[src/bcs_pkg.sv]
/*
 * Shared constants and carrier types for the bridge command and status bits.
 * Assumes a single core clock and an asynchronous active-low port reset.
 */
package bcs_pkg;

   // ----------------------------------------------------------------------
   // Register offsets and field positions
   // ----------------------------------------------------------------------
   localparam logic [11:0] BCS_OFS_COMMAND = 12'h004;
   localparam logic [11:0] BCS_OFS_STATUS  = 12'h006;
   localparam int BCS_BIT_SYS_ERR_EN   = 8;
   localparam int BCS_BIT_IRQ_DISABLE  = 10;
   localparam int BCS_BIT_IRQ_PENDING  = 3;
   localparam int BCS_BIT_CAP_LIST     = 4;
   localparam int BCS_BIT_TGT_ABORT    = 11;
   localparam int BCS_BIT_SIG_SYS_ERR  = 14;
   localparam int BCS_BIT_POISON       = 15;
   localparam logic BCS_RST_SYS_ERR_EN  = 1'h0;
   localparam logic BCS_RST_IRQ_DISABLE = 1'h0;
   localparam logic BCS_RST_STICKY      = 1'h0;
   localparam logic BCS_CAP_LIST_VALUE  = 1'h1;

   // ----------------------------------------------------------------------
   // Carrier types
   // ----------------------------------------------------------------------
   typedef struct packed {
      logic        wr;
      logic        rd;
      logic [11:0] addr;
      logic [15:0] wdata;
      logic [1:0]  be;
   } bcs_cfg_req_s;

   typedef struct packed {
      logic nonfatal;
      logic fatal;
      logic cor;
   } bcs_err_msg_s;

endpackage

[src/bcs_sticky.sv]
/*
 * One write-one-to-clear status flag.
 * Assumes the clear strobe carries the written bit already qualified.
 */
`timescale 1ns/10ps
module bcs_sticky (
   // Clock and reset
   input  wire logic I_CLK_SYS,
   input  wire logic I_RST_B,
   // Event and clear
   input  wire logic i_set,
   input  wire logic i_clr,
   // Flag
   output logic      o_flag
);
   // ----------------------------------------------------------------------
   // Flag register
   // ----------------------------------------------------------------------
   typedef struct packed {
      logic flag;
   } bcs_sticky_state_s;

   bcs_sticky_state_s st_r;
   bcs_sticky_state_s st_nxt;

   // A set in the clearing cycle wins so no event is lost.
   always_comb begin
      st_nxt = st_r;
      if (i_set) begin
         st_nxt.flag = 1'h1;
      end else if (i_clr) begin
         st_nxt.flag = 1'h0;
      end
   end

   // The flag returns to its default on port reset.
   always_ff @(posedge I_CLK_SYS or negedge I_RST_B) begin
      if (!I_RST_B) begin
         st_r <= '{flag: bcs_pkg::BCS_RST_STICKY};
      end else begin
         st_r <= st_nxt;
      end
   end

   // The flag leaves straight from its flip-flop.
   assign o_flag = st_r.flag;
endmodule // bcs_sticky

[src/bcs_fwd.sv]
/*
 * Registered forwarding of error messages and legacy interrupts.
 * Assumes message strobes are one-cycle pulses on the core clock.
 */
`timescale 1ns/10ps
module bcs_fwd (
   // Clock and reset
   input  wire logic                  I_CLK_SYS,
   input  wire logic                  I_RST_B,
   // Controls
   input  wire logic                  i_sys_err_en,
   // Secondary side traffic
   input  wire bcs_pkg::bcs_err_msg_s i_sec_msg,
   input  wire logic                  i_sec_intx,
   // Primary side traffic
   output bcs_pkg::bcs_err_msg_s      o_pri_msg,
   output logic                       o_pri_intx
);
   // ----------------------------------------------------------------------
   // Forwarding registers
   // ----------------------------------------------------------------------
   typedef struct packed {
      bcs_pkg::bcs_err_msg_s msg;
      logic                  intx;
   } bcs_fwd_state_s;

   bcs_fwd_state_s st_r;
   bcs_fwd_state_s st_nxt;

   // Non-fatal and fatal classes gate on the enable; correctable and interrupts never do.
   always_comb begin
      st_nxt.msg.nonfatal = i_sec_msg.nonfatal & i_sys_err_en;
      st_nxt.msg.fatal    = i_sec_msg.fatal & i_sys_err_en;
      st_nxt.msg.cor      = i_sec_msg.cor;
      st_nxt.intx         = i_sec_intx;
   end

   // Forwarded traffic restarts idle on port reset.
   always_ff @(posedge I_CLK_SYS or negedge I_RST_B) begin
      if (!I_RST_B) begin
         st_r <= '0;
      end else begin
         st_r <= st_nxt;
      end
   end

   // Outputs leave straight from the forwarding flip-flops.
   assign o_pri_msg  = st_r.msg;
   assign o_pri_intx = st_r.intx;
endmodule // bcs_fwd

[src/bcs_top.sv]
/*
 * Upper command bits and status register of a switch port bridge.
 * Assumes configuration requests are one-cycle strobes, read data valid a
 * cycle later, and that the downstream/upstream strap is stable.
 */
`timescale 1ns/10ps
module bcs_top (
   // Clock and reset
   input  wire logic                  I_CLK_SYS,
   input  wire logic                  I_RST_B,
   // Port configuration
   input  wire logic                  I_IS_DOWNSTREAM,
   // Configuration access
   input  wire bcs_pkg::bcs_cfg_req_s I_CFG_REQ,
   output logic [15:0]                O_CFG_RDATA,
   output logic                       O_CFG_RVALID,
   // Error sources
   input  wire logic                  I_ERR_DET_NONFATAL,
   input  wire logic                  I_ERR_DET_FATAL,
   input  wire logic                  I_DEVCTL_NONFATAL_EN,
   input  wire logic                  I_DEVCTL_FATAL_EN,
   input  wire logic                  I_PRI_POISON_RX,
   // Message and interrupt traffic
   input  wire bcs_pkg::bcs_err_msg_s I_SEC_MSG,
   input  wire logic                  I_SEC_INTX,
   input  wire logic                  I_HP_IRQ,
   output bcs_pkg::bcs_err_msg_s      O_PRI_MSG,
   output logic                       O_PRI_INTX,
   output logic                       O_OWN_INTX,
   output logic                       O_SYS_ERR_EN,
   output logic                       O_IRQ_DISABLE
);
   // ----------------------------------------------------------------------
   // State
   // ----------------------------------------------------------------------
   typedef struct packed {
      logic        sys_err_en;
      logic        irq_disable;
      logic        own_intx;
      logic        irq_pending;
      logic [15:0] rdata;
      logic        rvalid;
      logic        rep_nonfatal;
      logic        rep_fatal;
      bcs_pkg::bcs_err_msg_s pri_msg;
   } bcs_state_s;

   bcs_state_s st_r;
   bcs_state_s st_nxt;
   logic       sig_sys_err;
   logic       poison_flag;
   logic       wr_cmd_hi;
   logic       wr_sts_hi;
   logic       send_nonfatal;
   logic       send_fatal;
   logic       own_irq_src;
   bcs_pkg::bcs_err_msg_s fwd_msg;

   // Decode of writes reaching the upper byte of each register.
   assign wr_cmd_hi = I_CFG_REQ.wr & I_CFG_REQ.be[1] &
                      (I_CFG_REQ.addr == bcs_pkg::BCS_OFS_COMMAND);
   assign wr_sts_hi = I_CFG_REQ.wr & I_CFG_REQ.be[1] &
                      (I_CFG_REQ.addr == bcs_pkg::BCS_OFS_STATUS);

   // Own error messages are sent when any enable admits them.
   assign send_nonfatal = I_ERR_DET_NONFATAL & (st_r.sys_err_en | I_DEVCTL_NONFATAL_EN);
   assign send_fatal    = I_ERR_DET_FATAL & (st_r.sys_err_en | I_DEVCTL_FATAL_EN);

   // The bridge's own interrupt source is only the hot-plug controller downstream.
   assign own_irq_src = I_IS_DOWNSTREAM & I_HP_IRQ;

   // ----------------------------------------------------------------------
   // Write-one-to-clear status flags
   // ----------------------------------------------------------------------
   bcs_sticky u_sse (
      .I_CLK_SYS (I_CLK_SYS),
      .I_RST_B   (I_RST_B),
      .i_set     ((send_nonfatal | send_fatal) & st_r.sys_err_en),
      .i_clr     (wr_sts_hi & I_CFG_REQ.wdata[bcs_pkg::BCS_BIT_SIG_SYS_ERR]),
      .o_flag    (sig_sys_err)
   );

   bcs_sticky u_dpe (
      .I_CLK_SYS (I_CLK_SYS),
      .I_RST_B   (I_RST_B),
      .i_set     (I_PRI_POISON_RX),
      .i_clr     (wr_sts_hi & I_CFG_REQ.wdata[bcs_pkg::BCS_BIT_POISON]),
      .o_flag    (poison_flag)
   );

   // ----------------------------------------------------------------------
   // Forwarding path
   // ----------------------------------------------------------------------
   bcs_fwd u_fwd (
      .I_CLK_SYS    (I_CLK_SYS),
      .I_RST_B      (I_RST_B),
      .i_sys_err_en (st_r.sys_err_en),
      .i_sec_msg    (I_SEC_MSG),
      .i_sec_intx   (I_SEC_INTX),
      .o_pri_msg    (fwd_msg),
      .o_pri_intx   (O_PRI_INTX)
   );

   // ----------------------------------------------------------------------
   // Next state
   // ----------------------------------------------------------------------
   // Register writes, interrupt state and read data are computed here.
   always_comb begin
      st_nxt = st_r;
      st_nxt.rvalid = I_CFG_REQ.rd;
      st_nxt.rep_nonfatal = send_nonfatal;
      st_nxt.rep_fatal = send_fatal;
      st_nxt.pri_msg.nonfatal = fwd_msg.nonfatal | st_r.rep_nonfatal;
      st_nxt.pri_msg.fatal    = fwd_msg.fatal | st_r.rep_fatal;
      st_nxt.pri_msg.cor      = fwd_msg.cor;
      if (wr_cmd_hi) begin
         st_nxt.sys_err_en  = I_CFG_REQ.wdata[bcs_pkg::BCS_BIT_SYS_ERR_EN];
         st_nxt.irq_disable = I_CFG_REQ.wdata[bcs_pkg::BCS_BIT_IRQ_DISABLE];
      end
      st_nxt.irq_pending = own_irq_src;
      st_nxt.own_intx    = own_irq_src & ~st_r.irq_disable;
      st_nxt.rdata = 16'h0000;
      if (I_CFG_REQ.rd) begin
         if (I_CFG_REQ.addr == bcs_pkg::BCS_OFS_COMMAND) begin
            st_nxt.rdata[bcs_pkg::BCS_BIT_SYS_ERR_EN]  = st_r.sys_err_en;
            st_nxt.rdata[bcs_pkg::BCS_BIT_IRQ_DISABLE] = st_r.irq_disable;
         end else if (I_CFG_REQ.addr == bcs_pkg::BCS_OFS_STATUS) begin
            st_nxt.rdata[bcs_pkg::BCS_BIT_IRQ_PENDING] = st_r.irq_pending;
            st_nxt.rdata[bcs_pkg::BCS_BIT_CAP_LIST]    = bcs_pkg::BCS_CAP_LIST_VALUE;
            st_nxt.rdata[bcs_pkg::BCS_BIT_TGT_ABORT]   = 1'h0;
            st_nxt.rdata[bcs_pkg::BCS_BIT_SIG_SYS_ERR] = sig_sys_err;
            st_nxt.rdata[bcs_pkg::BCS_BIT_POISON]      = poison_flag;
         end
      end
   end

   // ----------------------------------------------------------------------
   // State register
   // ----------------------------------------------------------------------
   // All control state returns to defaults on port reset.
   always_ff @(posedge I_CLK_SYS or negedge I_RST_B) begin
      if (!I_RST_B) begin
         st_r <= '{sys_err_en:  bcs_pkg::BCS_RST_SYS_ERR_EN,
                   irq_disable: bcs_pkg::BCS_RST_IRQ_DISABLE,
                   default:     '0};
      end else begin
         st_r <= st_nxt;
      end
   end

   // Every output but O_PRI_INTX, which comes from the forwarding flip-flop, leaves straight from a field of the state register.
   assign O_PRI_MSG     = st_r.pri_msg;
   assign O_CFG_RDATA   = st_r.rdata;
   assign O_CFG_RVALID  = st_r.rvalid;
   assign O_OWN_INTX    = st_r.own_intx;
   assign O_SYS_ERR_EN  = st_r.sys_err_en;
   assign O_IRQ_DISABLE = st_r.irq_disable;

   // ----------------------------------------------------------------------
   // Checks
   // ----------------------------------------------------------------------
   // Bits that may read as one in each register; every other bit stays zero.
   localparam logic [15:0] CMD_LIVE = (16'h0001 << bcs_pkg::BCS_BIT_SYS_ERR_EN) |
                                      (16'h0001 << bcs_pkg::BCS_BIT_IRQ_DISABLE);
   localparam logic [15:0] STS_LIVE = (16'h0001 << bcs_pkg::BCS_BIT_IRQ_PENDING) |
                                      (16'h0001 << bcs_pkg::BCS_BIT_CAP_LIST) |
                                      (16'h0001 << bcs_pkg::BCS_BIT_SIG_SYS_ERR) |
                                      (16'h0001 << bcs_pkg::BCS_BIT_POISON);
endmodule // bcs_top

[config.mk]
export PLATFORM = sky130hd
export DESIGN_NAME = bcs_top
export DESIGN_NICKNAME = d
export VERILOG_FILES = /design/src/bcs_pkg.sv /design/src/bcs_sticky.sv /design/src/bcs_fwd.sv /design/src/bcs_top.sv
export SDC_FILE = /design/constraint.sdc
export NUM_CORES = 1
export LEC_CHECK = 0
export BUFFER_PORTS_ARGS = -buffer_cell sky130_fd_sc_hd__buf_2
export CORE_MARGIN = 2
export CORE_UTILIZATION = 35
export DETAILED_ROUTE_END_ITERATION = 16
export GPL_TIMING_DRIVEN = 1
export PLACE_DENSITY = 0.73
export SLEW_MARGIN = 20
export SYNTH_ARGS = -nofsm -noshare
export SYNTH_HDL_FRONTEND = slang
export SYNTH_SLANG_ARGS = --single-unit
[constraint.sdc]
create_clock -name I_CLK_SYS -period 0.9 [get_ports I_CLK_SYS]
set_input_delay 0.18 -clock I_CLK_SYS [delete_from_list [all_inputs] [get_ports I_CLK_SYS]]
set_output_delay 0.18 -clock I_CLK_SYS [all_outputs]
set_load 0.05 [all_outputs]
==> flow_summary.json <==
{
  "status": "finished with violations",
  "failed_checks": "negative setup slack",
  "antenna_found_initial": 0,
  "drt_iter0_markers": 5,
  "arrival_ns": 0.98,
  "grt_pass1_vias": 713,
  "required_ns": 0.72,
  "insertion_delay_ns": 0.29,
  "antenna_cells": 0,
  "dpl.hpwl_mm": 1.325,
  "multi_input_area_um2": 335.3,
  "worst_setup_path_end_kind": "output port",
  "clk_path_buf_depth": 2,
  "synth-warning-count": 0,
  "r2r_slack_ns": -0.12,
  "overflow": 0,
  "boundaryPins": 69,
  "fp.dieH_um": 56.13,
  "seq_area_um2": 551.8,
  "post_drt_wl_per_cell_um": 10.81,
  "rr_startpoint": "O_SYS_ERR_EN$_DFFE_PN0P_",
  "fill_cells": 238,
  "drt_wl_total_mm": 1.740,
  "hold_path.class": "primary input to register",
  "clkSlewWorstSetupHoldPaths_ns": 0.11,
  "htreeDepth": 1,
  "critical_path.cell_chain": "buf_6 > buf_8",
  "ant_nets": 0,
  "peakVddDrop_mv": 0.8346,
  "ys_ff_latch": 22,
  "drive_above_1_share_pct": 58.02,
  "synth_area_um2": 950.9,
  "start_util_pct": 37.70,
  "setup-violations-final": 24,
  "cts-root-buf": "clkbuf_4",
  "netlist_instances": 78,
  "finalCritPeriodShare_pct": 129.4,
  "fin_nets": 177,
  "whs_path_depth": 1,
  "reg2reg_depth": 4,
  "finClkSkew_ns": 0.001230,
  "critPathMaxFanout": 2,
  "layout.cells.non_filler": 161,
  "numPortBuffers": 45,
  "seq_area_frac_synth_pct": 57.89,
  "rows": 18,
  "maxCapViolations": 0,
  "fmax_ghz": 0.8585,
  "die-width_um": 56.13,
  "placedCellCount": 150,
  "coreArea_um2": 2522,
  "path_class": "register to output port",
  "max_stage_delay_ns": 0.43,
  "rsz0062_at_grt": "yes",
  "power.total_mw": 1.880,
  "slowest_stage": "dfrtp_2",
  "hold_viol_final": 0,
  "p_leak_nw": 0.7364,
  "gp_congestion": 0.7367,
  "fin_crit_ns": 1.165,
  "area_growth_pct": 50.53,
  "rr_endpoint": "u_sse.o_flag$_DFFE_PN0P_",
  "grt_max_degree": 23,
  "die_area_um2": 3150,
  "cts_sinks": 22,
  "start_kind": "register",
  "syn_avg_cell_area_um2": 12.19,
  "grt_usage_pct": 11.60,
  "drc": 0,
  "cts_tree": "built",
  "drv_slew": 0,
  "grt_pass1_wl_mm": 2.925,
  "hold_path_end": "O_CFG_RVALID$_DFF_PN0_",
  "dr_total_vias": 699,
  "dr.pass1.iters": 3,
  "worst_slack_ns": -0.2648,
  "cts_buffers": 3,
  "synth_cell_types": 23,
  "hp-start": "I_CFG_REQ[30]",
  "vias_per_cell": 4.342,
  "p_per_area_nw_per_um2": 1314
}
metal layers:
layer  GRT usage (%)  vias up  share of wire (%)
met3           3.023        0                8.7
met1           13.44      325                 38
met4           3.061        0                  0
li1                -      336                  -
met5               0        -                  0
met2           21.01       38                 53
synthesized netlist by cell type:
cell	instances	area, um2
dfrtp_1	22	550.5
buf_4	19	142.6
inv_1	4	15.01
nand2_1	4	15.01
nor3_1	4	20.02
and2_1	3	18.77
mux2_1	2	22.52
nand3_1	2	10.01
nor3b_1	2	15.01
o21a_1	2	15.01
or2_2	2	12.51
and3b_1	1	8.760
and4_1	1	8.760
conb_1	1	3.750
nand3b_1	1	7.510
nand4_1	1	6.260
nor2_1	1	3.750
nor2b_1	1	6.260
nor4_4	1	21.27
nor4b_4	1	23.77
o21ai_0	1	5.000
o31a_1	1	8.760
o32a_1	1	10.01
worst max-delay path by stage:
| stage | startpoint | end | slack (ns) | cells after the start |
|---|---|---|---|---|
| 5_1_grt | O_SYS_ERR_EN$_DFFE_PN0P_ | O_SYS_ERR_EN | -0.31 | 2 |
| 3_3_place_gp | I_CFG_REQ[21] | O_SYS_ERR_EN$_DFFE_PN0P_ | -0.35 | 4 |
| 2_1_floorplan | I_CFG_REQ[21] | O_SYS_ERR_EN$_DFFE_PN0P_ | -0.27 | 3 |
| 4_1_cts | O_SYS_ERR_EN$_DFFE_PN0P_ | O_SYS_ERR_EN | -0.27 | 2 |
| 3_5_place_dp | I_CFG_REQ[21] | O_SYS_ERR_EN$_DFFE_PN0P_ | -0.40 | 4 |
| 6_report | O_SYS_ERR_EN$_DFFE_PN0P_ | O_SYS_ERR_EN | -0.26 | 2 |
report_power, final:
group          internal, mW  switching [mW]
Sequential             1.01         0.00797
Combinational         0.121           0.224
Clock                 0.247           0.270
Total                  1.38           0.502
critical path: cells and delay by family, from the launching register on:
| kind | cells | cell delay (ns) |
|---|---|---|
| buffers and inverters | 2 | 0.26 |
| DFF | 1 | 0.43 |
cell families (layout without fill, tap and decap cells):
| group | count (synthesis) | in the layout | synth area share (%) |
|---|---|---|---|
| other | 1 | 10 | 0.3944 |
| flip-flops | 22 | 22 | 57.89 |
| AND/OR/NAND/NOR | 25 | 25 | 18.68 |
| buffers and inverters | 23 | 67 | 16.58 |
| AO/OA/AOI/OAI | 5 | 5 | 4.078 |
| multiplexers | 2 | 2 | 2.368 |
through the flow:
step	instance area [um2]	hold slack [ns]	TNS [ns]	worst slack (ns)	util, %
2_1_floorplan	991.0	-0.1156	-0.9843	-0.2695	-
3_3_place_gp	1164	0.1509	-3.123	-0.3547	46.13
3_5_place_dp	1164	0.1555	-3.469	-0.3961	46.13
4_1_cts	1384	0.008670	-2.474	-0.2745	54.86
5_1_grt	1431	0.008910	-3.011	-0.3061	56.75
6_report	1431	0.01397	-2.144	-0.2648	56.75
placed cells by master, fill, tap and decap left out, types with 2 or more instances in the layout:
master and count:
buf_4 9, buf_2 28, and2_1 2, nor3b_2 2
buf_6 18, clkbuf_4 3, o21a_1 2, dlygate4sd3_1 3
nand2_1 3, or2_2 2, inv_1 4, nor3_2 3
dfrtp_1 21, conb_1 10, nand3_1 2
registers in the layout, indices dropped and copies added (netlist names):
name	cells
u_fwd.o_pri_intx	1
O_PRI_MSG	3
O_OWN_INTX	1
u_fwd.o_pri_msg	3
O_SYS_ERR_EN	1
st_r	3
O_CFG_RVALID	1
u_sse.o_flag	1
O_IRQ_DISABLE	1
O_CFG_RDATA	6
u_dpe.o_flag	1
cell type report:
| class | count | area share (%) |
|---|---|---|
| sequential | 22 | 38.55 |
| timing repair buffer | 59 | 31.82 |
| inverter | 4 | 1.049 |
| clock buffer | 4 | 2.535 |
| multi-input combinational | 42 | 23.43 |
| tap | 30 | 2.622 |
timing repair:
action                                  in CTS  in global routing
gates cloned                                 0                  0
hold buffers                                 3                  0
setup buffers                                3                  1
endpoints found under the hold margin       24                  0
endpoints found under the setup margin      20                 27
gates resized for setup                     38                  9
pin swaps                                    4                  3
No activity file was read; power rests on OpenSTA's default activity.
